--- src/include/lap_regs.vh ---
`ifndef LAP_REGS_VH
`define LAP_REGS_VH
// register byte addresses (all printed offsets are multiples of four? no: indices kept, byte = 4 * index)
`define LAP_IDX_PULLUP 16'hffac
`define LAP_IDX_DIR 16'hffb0
`define LAP_IDX_LATCH 16'hffb2
`define LAP_ADDR_PULLUP 18'h3feb0
`define LAP_ADDR_DIR 18'h3fec0
`define LAP_ADDR_LATCH 18'h3fec8
// own register: mode and standby status view
`define LAP_ADDR_STATUS 18'h3fed0
// reset and forced values
`define LAP_RST_REG 8'h00
`define LAP_DIR_ALL_OUT 8'hff
`define LAP_WO_READ 8'hff
// mode encodings on the mode input
`define LAP_MODE_EXP_NOROM 2'h1
`define LAP_MODE_EXP_ROM 2'h2
`define LAP_MODE_SINGLE 2'h3
`endif

--- src/logic/lap_pin_cell.v ---
`timescale 1ns/100ps
`default_nettype none
// one pin's output-select and pull-up gating, combinational
module lap_pin_cell (
    input wire [1:0] mode,
    input wire hw_standby,
    input wire sw_standby,
    input wire dir_bit,
    input wire latch_bit,
    input wire addr_bit,
    input wire pullup_bit,
    output reg out_val,
    output reg out_en,
    output reg pullup_on
);
`include "lap_regs.vh"
    // pick what drives the pin for the current mode
    always @* begin
        out_val = 1'b0;
        out_en = 1'b0;
        pullup_on = 1'b0;
        if (hw_standby) begin
            // high impedance, pull-up off
            out_en = 1'b0;
        end else begin
            case (mode)
                `LAP_MODE_EXP_NOROM: begin
                    out_en = 1'b1;
                    out_val = sw_standby ? 1'b0 : addr_bit;
                    pullup_on = 1'b0;
                end
                `LAP_MODE_EXP_ROM: begin
                    out_en = dir_bit;
                    out_val = sw_standby ? 1'b0 : addr_bit;
                    pullup_on = pullup_bit & ~dir_bit;
                end
                default: begin
                    out_en = dir_bit;
                    out_val = latch_bit;
                    pullup_on = pullup_bit & ~dir_bit;
                end
            endcase
        end
    end
endmodule // lap_pin_cell
`default_nettype wire

--- src/logic/lap_read_mux.v ---
`timescale 1ns/100ps
`default_nettype none
// read data selection for the apb slave
module lap_read_mux (
    input wire [17:0] addr,
    input wire [7:0] pullup_reg,
    input wire [7:0] dir,
    input wire [7:0] latch,
    input wire [7:0] pins_in,
    input wire [1:0] mode,
    input wire sw_standby,
    output reg [31:0] rdata,
    output reg hit
);
`include "lap_regs.vh"
    always @* begin
        rdata = 32'h0;
        hit = 1'b1;
        case (addr)
            `LAP_ADDR_PULLUP: rdata = {24'h0, pullup_reg};
            `LAP_ADDR_DIR: rdata = {24'h0, `LAP_WO_READ};
            // outputs read the latch, inputs the pin
            `LAP_ADDR_LATCH: rdata = {24'h0, (latch & dir) | (pins_in & ~dir)};
            `LAP_ADDR_STATUS: rdata = {29'h0, sw_standby, mode};
            default: hit = 1'b0;
        endcase
    end
endmodule // lap_read_mux
`default_nettype wire

--- src/logic/lap_port.v ---
// Local design decision: the APB register port.
`timescale 1ns/100ps
`default_nettype none
module lap_port #(
    parameter WIDTH = 8
) (
    input wire pclk,
    input wire presetn,
    input wire psel,
    input wire penable,
    input wire pwrite,
    input wire [17:0] paddr,
    input wire [31:0] pwdata,
    output reg [31:0] prdata,
    output reg pready,
    output reg pslverr,
    input wire [1:0] mode,
    input wire hw_standby,
    input wire sw_standby,
    input wire [WIDTH-1:0] addr_low,
    input wire [WIDTH-1:0] port_pins_seven_to_zero_in,
    output reg [WIDTH-1:0] port_pins_seven_to_zero_out,
    output reg [WIDTH-1:0] port_pins_seven_to_zero_oe,
    output reg [WIDTH-1:0] pullup_active
);
`include "lap_regs.vh"
    ////////////////////////////////////////////////////////////////
    // state
    reg [WIDTH-1:0] dir_ff; // direction, write only
    reg [WIDTH-1:0] latch_ff; // output latch
    reg [WIDTH-1:0] pullup_ff; // pull-up enables
    reg rst_seen_ff; // low for the first edge after reset release
    wire no_rom = (mode == `LAP_MODE_EXP_NOROM);
    // access phase of a write; single-cycle, always ready
    wire wr_go = psel & penable & pwrite;
    wire [31:0] rd_val;
    wire rd_hit;
    wire [WIDTH-1:0] nxt_out;
    wire [WIDTH-1:0] nxt_oe;
    wire [WIDTH-1:0] nxt_pu;
    ////////////////////////////////////////////////////////////////
    // write decode, shared by all three registers
    function lap_wr_hit;
        input go;
        input [17:0] a;
        input [17:0] target;
        begin
            // full address compare: aliases would corrupt neighbours
            lap_wr_hit = go & (a == target);
        end
    endfunction
    ////////////////////////////////////////////////////////////////
    // registers
    always @(posedge pclk or negedge presetn) begin
        if (!presetn) begin
            dir_ff <= `LAP_RST_REG;
            latch_ff <= `LAP_RST_REG;
            pullup_ff <= `LAP_RST_REG;
            rst_seen_ff <= 1'b0;
        end else begin
            rst_seen_ff <= 1'b1;
            if (hw_standby) begin
                // clear data and pull-ups; direction too unless no-ROM
                latch_ff <= `LAP_RST_REG;
                pullup_ff <= `LAP_RST_REG;
                dir_ff <= no_rom ? `LAP_DIR_ALL_OUT : `LAP_RST_REG;
            end else begin
                // software standby simply keeps everything
                if (no_rom) begin
                    // every edge in no-ROM mode forces ones; direction writes are ignored
                    dir_ff <= `LAP_DIR_ALL_OUT;
                end else if (lap_wr_hit(wr_go, paddr, `LAP_ADDR_DIR)) begin
                    dir_ff <= pwdata[WIDTH-1:0];
                end
                if (lap_wr_hit(wr_go, paddr, `LAP_ADDR_LATCH)) begin
                    latch_ff <= pwdata[WIDTH-1:0];
                end
                // pull-up enables are stored as written; gating is per pin
                if (lap_wr_hit(wr_go, paddr, `LAP_ADDR_PULLUP)) begin
                    pullup_ff <= pwdata[WIDTH-1:0];
                end
            end
        end
    end
    ////////////////////////////////////////////////////////////////
    // per-pin output cells
    genvar gi;
    generate
        for (gi = 0; gi < WIDTH; gi = gi + 1) begin : g_pin
            lap_pin_cell u_cell (
                .mode(mode),
                .hw_standby(hw_standby),
                .sw_standby(sw_standby),
                .dir_bit(dir_ff[gi]),
                .latch_bit(latch_ff[gi]),
                .addr_bit(addr_low[gi]),
                .pullup_bit(pullup_ff[gi]),
                .out_val(nxt_out[gi]),
                .out_en(nxt_oe[gi]),
                .pullup_on(nxt_pu[gi])
            );
        end
    endgenerate
    ////////////////////////////////////////////////////////////////
    // registered pin drive; one cycle behind the controls
    always @(posedge pclk or negedge presetn) begin
        if (!presetn) begin
            port_pins_seven_to_zero_out <= {WIDTH{1'b0}};
            port_pins_seven_to_zero_oe <= {WIDTH{1'b0}};
            pullup_active <= {WIDTH{1'b0}};
        end else begin
            port_pins_seven_to_zero_out <= nxt_out;
            port_pins_seven_to_zero_oe <= nxt_oe;
            pullup_active <= nxt_pu;
        end
    end
    ////////////////////////////////////////////////////////////////
    // apb read data; unmapped gives slverr
    lap_read_mux u_rd (
        .addr(paddr),
        .pullup_reg(pullup_ff),
        .dir(dir_ff),
        .latch(latch_ff),
        .pins_in(port_pins_seven_to_zero_in),
        .mode(mode),
        .sw_standby(sw_standby),
        .rdata(rd_val),
        .hit(rd_hit)
    );
    always @(posedge pclk or negedge presetn) begin
        if (!presetn) begin
            prdata <= 32'h0;
            pready <= 1'b0;
            pslverr <= 1'b0;
        end else begin
            // ready answers in the setup cycle's next edge: zero wait
            pready <= psel & ~penable;
            pslverr <= psel & ~penable & ~rd_hit;
            prdata <= (psel & ~penable & ~pwrite) ? rd_val : 32'h0;
        end
    end
endmodule // lap_port
`default_nettype wire

--- config.mk ---
export PLATFORM = sky130hd
export DESIGN_NAME = lap_port
export DESIGN_NICKNAME = d
export VERILOG_FILES = /design/src/logic/lap_pin_cell.v /design/src/logic/lap_read_mux.v /design/src/logic/lap_port.v
export VERILOG_INCLUDE_DIRS = /design/src /design/src/include
export SDC_FILE = /design/constraint.sdc
export NUM_CORES = 1
export LEC_CHECK = 0
export BUFFER_PORTS_ARGS = -buffer_cell sky130_fd_sc_hd__buf_2
export CAP_MARGIN = 20
export CELL_PAD_IN_SITES_DETAIL_PLACEMENT = 0
export CELL_PAD_IN_SITES_GLOBAL_PLACEMENT = 1
export CORE_ASPECT_RATIO = 0.8
export CORE_MARGIN = 2
export CORE_UTILIZATION = 39
export CTS_BUF_LIST = sky130_fd_sc_hd__clkbuf_2
export DETAILED_ROUTE_END_ITERATION = 10
export HOLD_SLACK_MARGIN = 0.1
export PLACE_DENSITY_LB_ADDON = 0.1
export SYNTH_ARGS = -nofsm -noshare
export SYNTH_HDL_FRONTEND = slang
export SYNTH_SLANG_ARGS = --single-unit
--- constraint.sdc ---
create_clock -name pclk -period 1.6 [get_ports pclk]
set_input_delay 0.4 -clock pclk [delete_from_list [all_inputs] [get_ports pclk]]
set_output_delay 0.4 -clock pclk [all_outputs]
set_load 0.03 [all_outputs]
# Word-level counts from Yosys, hierarchy flattened
# Index checks and enable logic that the tools add are counted.
[classes]
addsub = 0
multipliers = 0
div = 0
magnitude_cmp = 0
eq_ne = 6
n_shift = 0
mux = 67
n_bitwise = 31
reduce_logical = 5
[op_table]
columns = ["cell", "n"]
rows = [
  ["18-bit == test, second input constant", 4],
  ["8-bit two-way mux", 8],
  ["1-bit two-way mux", 57],
  ["32-bit two-way mux", 1],
  ["8-bit case mux with 4 select lines", 1],
  ["1-bit AND", 16],
  ["8-bit AND", 2],
  ["1-bit inverter", 11],
  ["8-bit inverter", 1],
  ["8-bit bitwise OR", 1],
  ["2-bit nonzero test", 2],
  ["4-bit OR reduction", 1],
  ["3-bit nonzero test", 1],
  ["2-bit by 1-bit == test with 1-bit output, second input constant", 1],
  ["2-bit == test, second input constant", 1],
  ["2-bit OR reduction", 1],
]
[word_totals]
reg_bits = 82
latchBits = 0
ramBits = 0
mem_bits_ro = 0
out_inout_bits = 58
elab_cells = 118
n_memories = 0

# Longest topological paths before layout
# Gate-level depths: netlist (run 1).
[depth]
depth_word = 6
ltp_mapped = 6

# Hierarchy
# A second synthesis (run 1) with hierarchy kept.
[unflattened]
cells_unflattened = 349
area_unflattened_um2 = 3947.5
[modules_own_cells]
columns = ["mod", "n_inst", "cells_each", "area_per_inst_um2"]
rows = [
  ["lap_port", 1, 207, 2939.1],
  ["lap_read_mux", 1, 78, 608.1],
  ["lap_pin_cell", 8, 8, 50.0],
]

# Worst setup path before layout (run 1)
# No wires, ideal clock.
[synth_timing]
kind = "input to register"
from = "input paddr[2]"
to = "register dir_ff[6]"
setup_time_ns = 0.127
t_arrival_ns = 1.613
path_slack_ns = -0.139
path_stages = 5
path_cell_list = "nand2b_1 -> nor4_4 -> buf_6 -> a21oi_1 -> a311o_1"
[synth_between]
elab_chain_len = 3
[synth_rtl]
columns = ["item", "line", "source"]
rows = [
  ["start: declaration", "lap_port.v:12", "input wire [17:0] paddr,"],
  ["18-bit == test", "lap_port.v:49", "lap_wr_hit = go & (a == target);"],
  ["1-bit AND", "lap_port.v:49", ""],
  ["3-bit nonzero test (no source line)", "-", ""],
  ["end signal: assignment", "lap_port.v:56", "dir_ff <= `LAP_RST_REG;"],
  ["end signal: assignment", "lap_port.v:66", "dir_ff <= no_rom ? `LAP_DIR_ALL_OUT : `LAP_RST_REG;"],
  ["end signal: assignment", "lap_port.v:71", "dir_ff <= `LAP_DIR_ALL_OUT;"],
  ["end: declaration", "lap_port.v:29", "reg [WIDTH-1:0] dir_ff;"],
]
# No other way between the ends.
# A chain may end at the register's enable or synchronous reset.

# Worst setup path in the final report (run 1)
[layout_timing]
from = "register port_pins_seven_to_zero_oe[1]"
to = "output port_pins_seven_to_zero_oe[1]"
[layout_lines]
columns = ["item", "line", "source"]
rows = [
  ["start: declaration", "lap_port.v:23", "output reg [WIDTH-1:0] port_pins_seven_to_zero_oe,"],
  ["start signal: assignment", "lap_port.v:109", "port_pins_seven_to_zero_oe <= {WIDTH{1'b0}};"],
  ["start signal: assignment", "lap_port.v:113", "port_pins_seven_to_zero_oe <= nxt_oe;"],
]
# No word-level cell between the ends.

==> metrics.md, run 1 <==
| Metric | Value |
|---|---|
| I/O pin count | 133 |
| Gp weighted congestion | 0.8202 |
| Area of the core | 7392 µm² |
| Critical path endpoint category | primary output |
| CP bufs+invs | 1 |
| Slowest stage cell, crit path | sky130_fd_sc_hd__dfrtp_1 |
| Cell area after technology mapping | 2978 µm² |
| Total Negative Setup Slacks | 0 ns |
| Main synth FF type | sky130_fd_sc_hd__dfrtp_1 |
| Family with the most delay on the worst path | flip-flops |
| Leakage | 1.917 nW |
| Maximum number of pins on one net before global-route repair | 26 |
| Share of layout cells above drive strength 1 | 40.74% |
| Via Count | 2,523 |
| Async set or reset register ratio after synthesis | 100.0% |
| Global-route wire length before repair | 12,150 µm |
| Iteration-0 DRC count of the detailed router | 119 |
| Initial core utilization | 40.28% |
| Launch point of the worst reg-to-reg path | dir_ff[4] |
| Worst setup slack for register-to-register paths | 0.38 ns |
| Die Height | 82.16 µm |
| YS warnings | 0 |
| # port buffers | 84 |
| Post-route DRC | 0 |
| Number of cells in the design after placement | 494 |
| Reg2reg end | prdata[4] |
| Avg Cell Area, Syn | 10.56 µm² |
| Count of standard-cell rows | 28 |
| Synth-to-Final Area Change | 29.45% |
| Clock-pin slew on the worst setup and hold paths | 0.16 ns |
| Setup ws final | 0.1449 ns |
| Fin crit share | 90.94% |
| Placement-stage worst setup slack | -0.2479 ns |
| Setup bufs post-CTS | 0 |
| Number of max-cap violations | 0 |
| Width of the die | 101.7 µm |
| Number of vias per cell | 4.947 |
| Global-route usage over all layers | 19.46% |
| Max-Slew Margin vs Limit | 63.70% |
| Main area contributors after synthesis | sky130_fd_sc_hd__dfrtp_1 (49%), sky130_fd_sc_hd__buf_4 (6.1%), sky130_fd_sc_hd__mux2_2 (4.9%), sky130_fd_sc_hd__a21oi_1 (3.9%), sky130_fd_sc_hd__nor2b_1 (3.6%) |
| Antenna diode instance count | 0 |
| Slew @ Worst Pin | 0.5425 ns |
| Sequential fraction of the synthesis area | 48.74% |
| Number of distinct standard cells referenced by the synthesized netlist | 41 |
| Crit Path Class | reg2out |
| Leading cell types in the layout, fill and taps excluded | sky130_fd_sc_hd__buf_2 (84), sky130_fd_sc_hd__dfrtp_1 (58), sky130_fd_sc_hd__buf_4 (34), sky130_fd_sc_hd__nor2_1 (28), sky130_fd_sc_hd__conb_1 (24) |
| Final number of hold-violating endpoints | 0 |
| Number of antenna violations at the first check in global routing | 0 |
| Number of gates resized after CTS | 0 |
| Routed wirelength normalized by instance count | 15.24 µm |
| Delay of the slowest cell on the worst path | 0.40 ns |
| Clk_lat worst skew | 0.48 ns |
| GRT overflow | 0 |
| Register area | 1451 µm² |
| Worst Hold Path EP | port_pins_seven_to_zero_out[5] |
| Hold WC Path Type | in2reg |
| WHS Path Cells | 3 |
| CP startpoint kind | flop |
| Mapped Cells | 282 |
| CTS H-tree depth | 3 |
| Core Util, Final | 52.15% |
| Most common library cell in the layout ignoring fill and taps | sky130_fd_sc_hd__buf_2 |
| Vias in the first global route | 2,460 |
| Crit-path max FO | 1 |
| Maximum clock insertion buffer count | 2 |
| TritonCTS clock tree | yes |
| RSZ-0062 raised after global routing | no |
| Cell depth of the worst flop-to-flop path | 3 |
| Total count of max-transition violations in the final report | 0 |
| Nets@finish | 478 |
| Data required time at the worst endpoint | 1.20 ns |
| Critical Path, Cell by Cell | buf_2 |
| Footprint of the multi-input gates | 1373 µm² |
| CTS Sinks | 58 |
| Final critical path time including I/O delays and setup | 1.455 ns |
| Worst clock skew | 0.01798 ns |
| Hold path startpoint | addr_low[5] |
| TritonCTS Buffers | 9 |
| Largest voltage drop on the vdd net | 0.0003598 V |
| Post-DRT Antenna Nets | 0 |
| Number of setup violations in the final report | 0 |
| FMAX | 0.6872 GHz |
| P per Cell Area | 748.9 nW/µm² |
| HPWL after detailed placement | 6006 µm |
| Area share of the largest cell type after synthesis | 48.74% |
| Dominant cell type by area after synthesis | sky130_fd_sc_hd__dfrtp_1 |
| Die area | 8355 µm² |
| Final Instance Count excl. Fillers | 510 |
| Flop and latch count out of synthesis | 58 |
| Filler cell count | 720 |
| Root buffer cell | sky130_fd_sc_hd__clkbuf_2 |
| Overall Power | 2.887 mW |
| Result of the run | complete, no violations |
| Data arrival at the endpoint of the critical path | 1.06 ns |
| WL final | 7772 µm |
| TritonRoute pass-1 iters | 4 |
| Number of synthesized flops with an enable pin | 0 |
per-stage QoR:
step                area (µm²)  hold WS [ns]
detailed placement        3742        0.3515
global placement          3742        0.3386
floorplan                 3090        0.1044
CTS                       3855        0.1283
finish                    3855        0.1483
global route              3855        0.1169
cells in the mapped netlist, types with 2 or more instances:
library cell	number
sky130_fd_sc_hd__buf_4	24
sky130_fd_sc_hd__inv_1	3
sky130_fd_sc_hd__nor3b_1	10
sky130_fd_sc_hd__a21oi_1	23
sky130_fd_sc_hd__nor2b_1	17
sky130_fd_sc_hd__clkbuf_1	9
sky130_fd_sc_hd__nand4_1	3
sky130_fd_sc_hd__nand3b_1	2
sky130_fd_sc_hd__buf_1	3
sky130_fd_sc_hd__nor4_2	3
sky130_fd_sc_hd__a311o_1	8
sky130_fd_sc_hd__a31oi_1	3
sky130_fd_sc_hd__buf_6	2
sky130_fd_sc_hd__mux2i_1	3
sky130_fd_sc_hd__nor2_1	28
sky130_fd_sc_hd__nand3_1	19
sky130_fd_sc_hd__dfrtp_1	58
sky130_fd_sc_hd__mux2_2	13
sky130_fd_sc_hd__o21ai_0	9
sky130_fd_sc_hd__a22oi_1	7
sky130_fd_sc_hd__nand2_1	3
sky130_fd_sc_hd__o2111ai_1	5
sky130_fd_sc_hd__nand2b_1	9
sequential cells by signal (all words and copies together), names as in the netlist:
signal,flops
pslverr,1
dir_ff,8
prdata,8
pullup_ff,8
port_pins_seven_to_zero_out,8
port_pins_seven_to_zero_oe,8
pullup_active,8
latch_ff,8
pready,1
per-layer routing:
metal | global-route usage, % | wire length (µm)
met1 | 25.61 | 3499
met2 | 30.53 | 3609
met3 | 6.061 | 526
met4 | 6.757 | 137
met5 | 0 | 0
how the worst max path moves through the flow:
stage | from | endpoint | slack, ns | cells after the start
floorplan | paddr[4] | dir_ff[6] | -0.08 | 5
global placement | paddr[4] | dir_ff[1] | -0.21 | 6
detailed placement | paddr[1] | prdata[2] | -0.25 | 5
CTS | port_pins_seven_to_zero_oe[1] | port_pins_seven_to_zero_oe[1] | 0.11 | 1
global route | pullup_active[3] | pullup_active[3] | 0.06 | 1
finish | port_pins_seven_to_zero_oe[1] | port_pins_seven_to_zero_oe[1] | 0.14 | 1
power breakdown:
| part | internal (mW) | switching, mW |
|---|---|---|
| logic | 0.190 | 0.315 |
| clock network | 0.330 | 0.516 |
| registers | 1.51 | 0.0286 |
| total | 2.03 | 0.860 |
logic make-up (layout without fill, tap and decap cells):
logic type / count (synthesis) / count (layout) / share of synthesized area (%)
mux: 16 / 16 / 5.924
buf+inv: 42 / 142 / 8.865
flops: 58 / 58 / 48.74
compound gates: 56 / 56 / 12.44
fa+ha+maj: 1 / 1 / 0.4201
other cells: 1 / 24 / 0.1259
simple gates: 108 / 108 / 23.49
cell type report:
type | instances | share of cell area, %
well taps | 105 | 3.408
clock inverters | 5 | 1.233
clock buffers | 9 | 1.168
multi-input cells | 205 | 35.61
flip-flops and latches | 58 | 37.65
repair buffers | 125 | 20.64
inverters | 3 | 0.2921
repair_timing:
item                                   CTS  global route
hold buffers                             2             0
endpoints found under the hold margin   14             0
setup endpoints to repair                0             0
Power figures use the tool's default switching activity.
==> run 2, diff against run 1 <==
==> constraint.sdc (replaced) <==
create_clock -name pclk -period 1.6 [get_ports pclk]
set_input_delay 0.32 -clock pclk [delete_from_list [all_inputs] [get_ports pclk]]
set_output_delay 0.32 -clock pclk [all_outputs]
set_load 0.03 [all_outputs]
==> metrics.md, run 2 (synthesis results as in run 1) <==
| Metric | Value |
|---|---|
| HPWL after detailed placement | 5678 µm (was 6006 µm) |
| Clock-pin slew on the worst setup and hold paths | 0.18 ns (was 0.16 ns) |
| P per Cell Area | 744.3 nW/µm² (was 748.9 nW/µm²) |
| Critical path endpoint category | flop (was primary output) |
| Area of all placed cells without fillers | 3970 µm² (was 3855 µm²) |
| Max-Slew Margin vs Limit | 64.26% (was 63.70%) |
| Width of the die | 101.7 µm (unchanged) |
| FMAX | 0.6820 GHz (was 0.6872 GHz) |
| Delay of the slowest cell on the worst path | 0.53 ns (was 0.40 ns) |
| CP bufs+invs | 2 (was 1) |
| Slowest stage cell, crit path | sky130_fd_sc_hd__dlygate4sd3_1 (was sky130_fd_sc_hd__dfrtp_1) |
| WL final | 7647 µm (was 7772 µm) |
| TritonCTS clock tree | yes (unchanged) |
| Fin crit share | 91.64% (was 90.94%) |
| Clk_lat worst skew | 0.48 ns (about the same) |
| RSZ-0062 raised after global routing | no (unchanged) |
| Number of setup violations in the final report | 0 (unchanged) |
| Number of max-cap violations | 0 (unchanged) |
| Iteration-0 DRC count of the detailed router | 112 (was 119) |
| Antenna diode instance count | 0 (unchanged) |
| # port buffers | 84 (unchanged) |
| Count of standard-cell rows | 28 (unchanged) |
| Critical Path, Cell by Cell | dlygate4sd3_1, buf_2, or2_2, nor3b_1 (was buf_2) |
| CTS Sinks | 58 (unchanged) |
| Root buffer cell | sky130_fd_sc_hd__clkbuf_2 (unchanged) |
| Filler cell count | 705 (was 720) |
| Via Count | 2,492 (was 2,523) |
| Die Height | 82.16 µm (unchanged) |
| Synth-to-Final Area Change | 33.32% (was 29.45%) |
| Data required time at the worst endpoint | 1.97 ns (was 1.20 ns) |
| CTS H-tree depth | 3 (unchanged) |
| Routed wirelength normalized by instance count | 14.65 µm (was 15.24 µm) |
| Number of antenna violations at the first check in global routing | 0 (unchanged) |
| TritonCTS Buffers | 9 (unchanged) |
| Nets@finish | 488 (was 478) |
| Post-route DRC | 0 (unchanged) |
| Maximum number of pins on one net before global-route repair | 59 (was 26) |
| Number of gates resized after CTS | 0 (unchanged) |
| Gp weighted congestion | 0.7663 (was 0.8202) |
| Leading cell types in the layout, fill and taps excluded | sky130_fd_sc_hd__buf_2 (84), sky130_fd_sc_hd__dfrtp_1 (58), sky130_fd_sc_hd__nor2_1 (28), sky130_fd_sc_hd__buf_4 (28), sky130_fd_sc_hd__conb_1 (24) (was sky130_fd_sc_hd__buf_2 (84), sky130_fd_sc_hd__dfrtp_1 (58), sky130_fd_sc_hd__buf_4 (34), sky130_fd_sc_hd__nor2_1 (28), sky130_fd_sc_hd__conb_1 (24)) |
| Placement Cell Area | 3672 µm² (was 3742 µm²) |
| Worst clock skew | 0.02777 ns (was 0.01798 ns) |
| Maximum clock insertion buffer count | 2 (unchanged) |
| Hold WC Path Type | in2reg (unchanged) |
| CP startpoint kind | input port (was flop) |
| Area of the core | 7392 µm² (unchanged) |
| GRT overflow | 0 (unchanged) |
| I/O pin count | 133 (unchanged) |
| Most common library cell in the layout ignoring fill and taps | sky130_fd_sc_hd__buf_2 (unchanged) |
| Die area | 8355 µm² (unchanged) |
| Vias in the first global route | 2,503 (was 2,460) |
| Core Util, Final | 53.71% (was 52.15%) |
| Post-DRT Antenna Nets | 0 (unchanged) |
| Global-route wire length before repair | 12,440 µm (was 12,150 µm) |
| Final critical path time including I/O delays and setup | 1.466 ns (was 1.455 ns) |
| Crit-path max FO | 9 (was 1) |
| Initial core utilization | 40.28% (unchanged) |
| Slew @ Worst Pin | 0.5341 ns (was 0.5425 ns) |
| Result of the run | complete, no violations (unchanged) |
| Total count of max-transition violations in the final report | 0 (unchanged) |
| Global-route usage over all layers | 19.78% (was 19.46%) |
| Leakage | 1.947 nW (was 1.917 nW) |
| Data arrival at the endpoint of the critical path | 1.83 ns (was 1.06 ns) |
| TritonRoute pass-1 iters | 4 (unchanged) |
| Setup bufs post-CTS | 0 (unchanged) |
| Number of vias per cell | 4.774 (was 4.947) |
| Share of layout cells above drive strength 1 | 38.61% (was 40.74%) |
| Final number of hold-violating endpoints | 0 (unchanged) |
| Largest voltage drop on the vdd net | 0.0003594 V (was 0.0003598 V) |
| Crit Path Class | in2reg (was reg2out) |
| Family with the most delay on the worst path | simple AND/OR/NAND/NOR gates (was flip-flops) |
-- run 2: cell types whose count changed in the layout (fill, tap and decap cells not counted), sizes merged --
cell         change
dlygate4sd3     +17
buf              -7
clkinv           +1
clkbuf           +1
-- run 2: area by class of cell --
cell class              count  area [µm²]  share of cell area (%)
clock buffers              10       50.05                   1.261
well taps                 105       131.4                   3.309
clock inverters             6       57.56                   1.450
multi-input cells         205        1368                   34.45
repair buffers            135       900.9                   22.69
inverters                   3       11.26                  0.2836
flip-flops and latches     58        1451                   36.56
-- run 2: path summary, 6_finish.rpt --
kind                             from               end  slack [ns]  cells past startpoint
max                        hw_standby  pullup_active[3]        0.13                      4
min                           mode[1]         prdata[1]        0.16                      3
max reg2reg                 dir_ff[4]         prdata[4]        0.39                      3
min reg2reg                 dir_ff[3]  pullup_active[3]        0.53                      1
max in group asynchronous     presetn      pullup_ff[3]        0.96                      3
min in group asynchronous     presetn       latch_ff[7]        0.36                      3
-- run 2: through the flow --
stage,hold slack [ns],setup WS (ns),setup TNS (ns),power (mW),cells
detailed placement,0.3487,-0.2478,-4.989,2.053,487
floorplan,0.02441,0.00005496,0,1.883,305
global route,0.1194,0.1314,0,3.120,522
CTS,0.1092,0.1873,0,2.995,522
finish,0.1578,0.1337,0,2.955,522
global placement,0.3495,-0.1860,-4.131,2.052,487
-- run 2: what timing repair did --
item / 4_1_cts / 5_1_grt
endpoints found under the hold margin: 74 / 0
setup endpoints to repair: 0 / 0
hold buffers: 19 / 0
-- run 2: metal layers --
| metal | GRT usage [%] | vias up | wire length, µm |
|---|---|---|---|
| met5 | 0 | - | 0 |
| met4 | 4.865 | 0 | 28 |
| met3 | 5.303 | 2 | 447 |
| met2 | 31.58 | 85 | 3647 |
| met1 | 26.96 | 1177 | 3523 |
| li1 | - | 1228 | - |
-- run 2: worst reg2reg max path: stages (launching register included) --
cell and delay (ns):
sky130_fd_sc_hd__dfrtp_1 0.44, sky130_fd_sc_hd__mux2_2 0.37, sky130_fd_sc_hd__o2111ai_1 0.18, sky130_fd_sc_hd__a21oi_1 0.10
-- run 2: power by group --
part | switching (mW) | total [mW] | internal (mW)
Clock | 0.539 | 0.897 | 0.358
Sequential | 0.0305 | 1.54 | 1.51
Combinational | 0.315 | 0.520 | 0.205
Total | 0.884 | 2.95 | 2.07
==> run 3, diff against run 2 <==
--- a/config.mk
+++ b/config.mk
@@ -17,6 +17,7 @@
 export DETAILED_ROUTE_END_ITERATION = 10
 export HOLD_SLACK_MARGIN = 0.1
 export PLACE_DENSITY_LB_ADDON = 0.1
+export RECOVER_POWER = 100
 export SYNTH_ARGS = -nofsm -noshare
 export SYNTH_HDL_FRONTEND = slang
 export SYNTH_SLANG_ARGS = --single-unit
==> metrics.md, run 3 (synthesis results as in run 1) <==
| Metric | Value |
|---|---|
| Result of the run | complete, no violations (unchanged) |
| Global-route usage over all layers | 19.78% (unchanged) |
| CTS H-tree depth | 3 (unchanged) |
| Worst clock skew | 0.02473 ns (was 0.02777 ns) |
| WL final | 7668 µm (was 7647 µm) |
| Number of antenna violations at the first check in global routing | 0 (unchanged) |
| Hold WC Path Type | in2reg (unchanged) |
| Post-route DRC | 0 (unchanged) |
| Slowest stage cell, crit path | sky130_fd_sc_hd__dlygate4sd3_1 (unchanged) |
| Final number of hold-violating endpoints | 0 (unchanged) |
| Core Util, Final | 52.74% (was 53.71%) |
| GRT overflow | 0 (unchanged) |
| Data arrival at the endpoint of the critical path | 1.92 ns (was 1.83 ns) |
| Area of the core | 7392 µm² (unchanged) |
| RSZ-0062 raised after global routing | no (unchanged) |
| TritonRoute pass-1 iters | 5 (was 4) |
| Crit Path Class | in2reg (unchanged) |
| Vias in the first global route | 2,503 (unchanged) |
| Number of gates resized after CTS | 0 (unchanged) |
| Post-DRT Antenna Nets | 0 (unchanged) |
| Via Count | 2,517 (was 2,492) |
| Final critical path time including I/O delays and setup | 1.547 ns (was 1.466 ns) |
| P per Cell Area | 755.2 nW/µm² (was 744.3 nW/µm²) |
| Width of the die | 101.7 µm (unchanged) |
| Critical path endpoint category | flop (unchanged) |
| Setup bufs post-CTS | 0 (unchanged) |
| Critical Path, Cell by Cell | dlygate4sd3_1, buf_2, or2_0, nor3b_1 (was dlygate4sd3_1, buf_2, or2_2, nor3b_1) |
| CP startpoint kind | input port (unchanged) |
| Total count of max-transition violations in the final report | 0 (unchanged) |
| TritonCTS clock tree | yes (unchanged) |
| Cell count along the critical path | 4 (unchanged) |
| Clock-pin slew on the worst setup and hold paths | 0.18 ns (about the same) |
| Die area | 8355 µm² (unchanged) |
| Crit-path max FO | 9 (unchanged) |
| Leakage | 1.857 nW (was 1.947 nW) |
| Worst hold margin | 0.1620 ns (was 0.1578 ns) |
| # port buffers | 84 (unchanged) |
| Routed wirelength normalized by instance count | 14.69 µm (was 14.65 µm) |
| Share of layout cells above drive strength 1 | 34.29% (was 38.61%) |
| TritonCTS Buffers | 9 (unchanged) |
| Gp weighted congestion | 0.7663 (unchanged) |
| Most common library cell in the layout ignoring fill and taps | sky130_fd_sc_hd__dfrtp_1 (was sky130_fd_sc_hd__buf_2) |
| Antenna diode instance count | 0 (unchanged) |
| Fin crit share | 96.67% (was 91.64%) |
| Max-Slew Margin vs Limit | 45.85% (was 64.26%) |
| Global-route wire length before repair | 12,440 µm (unchanged) |
| Overall Power | 2.944 mW (was 2.955 mW) |
| Total Negative Setup Slacks | 0 ns (unchanged) |
| Initial core utilization | 40.28% (unchanged) |
| Delay of the slowest cell on the worst path | 0.53 ns (about the same) |
| Slew @ Worst Pin | 0.8122 ns (was 0.5341 ns) |
| CP bufs+invs | 2 (unchanged) |
| Family with the most delay on the worst path | simple AND/OR/NAND/NOR gates (unchanged) |
| Iteration-0 DRC count of the detailed router | 111 (was 112) |
| FMAX | 0.6465 GHz (was 0.6820 GHz) |
| Number of vias per cell | 4.822 (was 4.774) |
| Die Height | 82.16 µm (unchanged) |
| CTS Sinks | 58 (unchanged) |
| Cell depth of the worst flop-to-flop path | 3 (unchanged) |
| Maximum number of pins on one net before global-route repair | 59 (unchanged) |
| Data required time at the worst endpoint | 1.97 ns (about the same) |
| Nets@finish | 488 (unchanged) |
| Clk_lat worst skew | 0.47 ns (was 0.48 ns) |
| Synth-to-Final Area Change | 30.92% (was 33.32%) |
| HPWL after detailed placement | 5678 µm (unchanged) |
| Maximum clock insertion buffer count | 2 (unchanged) |
| Hold buffer count at cts | 19 (unchanged) |
| Root buffer cell | sky130_fd_sc_hd__clkbuf_2 (unchanged) |
| Leading cell types in the layout, fill and taps excluded | sky130_fd_sc_hd__dfrtp_1 (58), sky130_fd_sc_hd__buf_2 (48), sky130_fd_sc_hd__clkbuf_2 (36), sky130_fd_sc_hd__nor2_1 (28), sky130_fd_sc_hd__buf_4 (26) (was sky130_fd_sc_hd__buf_2 (84), sky130_fd_sc_hd__dfrtp_1 (58), sky130_fd_sc_hd__nor2_1 (28), sky130_fd_sc_hd__buf_4 (28), sky130_fd_sc_hd__conb_1 (24)) |
| Count of standard-cell rows | 28 (unchanged) |
| WHS Path Cells | 3 (unchanged) |
| Number of max-cap violations | 0 (unchanged) |
| I/O pin count | 133 (unchanged) |
| Number of setup violations in the final report | 0 (unchanged) |
| Largest voltage drop on the vdd net | 0.0003587 V (was 0.0003594 V) |
run 3: stage by stage:
step / worst slack (ns) / instance area, µm² / std cells
after floorplan: 0.00005496 / 3083 / 305
after global placement: -0.1860 / 3672 / 487
after detailed placement: -0.2478 / 3672 / 487
after CTS: 0.1873 / 3970 / 522
after global routing: 0.06770 / 3899 / 522
final: 0.05332 / 3899 / 522
run 3: worst reg2reg max path, stage by stage (launching register included):
cell and delay [ns]:
sky130_fd_sc_hd__dfrtp_1 0.44, sky130_fd_sc_hd__mux2_2 0.37, sky130_fd_sc_hd__o2111ai_1 0.18, sky130_fd_sc_hd__a21oi_1 0.10
run 3: report_power, final:
part / switching [mW] / internal, mW / leakage, nW
combinational: 0.311 / 0.193 / 1.00
sequential: 0.0312 / 1.51 / 0.783
clock: 0.543 / 0.358 / 0.0731
run 3: per-layer routing:
| layer | track usage, % | vias to the layer above | routed length [µm] |
|---|---|---|---|
| li1 | - | 1229 | - |
| met1 | 26.96 | 1204 | 3572 |
| met2 | 31.58 | 82 | 3645 |
| met3 | 5.303 | 2 | 421 |
| met4 | 4.865 | 0 | 28 |
| met5 | 0 | - | 0 |
run 3: layout make-up:
type | count | area [µm²]
repair buffers | 135 | 868.3
flip-flops and latches | 58 | 1451
well taps | 105 | 131.4
inverters | 3 | 11.26
multi-input cells | 205 | 1329
fillers | 715 | 3493
clock buffers | 10 | 50.05
clock inverters | 6 | 57.56
run 3: final timing paths:
kind	start	to	slack (ns)
worst max-delay path	hw_standby	pullup_active[3]	0.05
worst min-delay path	mode[1]	prdata[1]	0.16
worst max register to register	dir_ff[4]	prdata[4]	0.38
worst min register to register	dir_ff[7]	pullup_active[7]	0.53
max in group asynchronous	presetn	latch_ff[4]	0.50
min in group asynchronous	presetn	pullup_active[6]	0.56
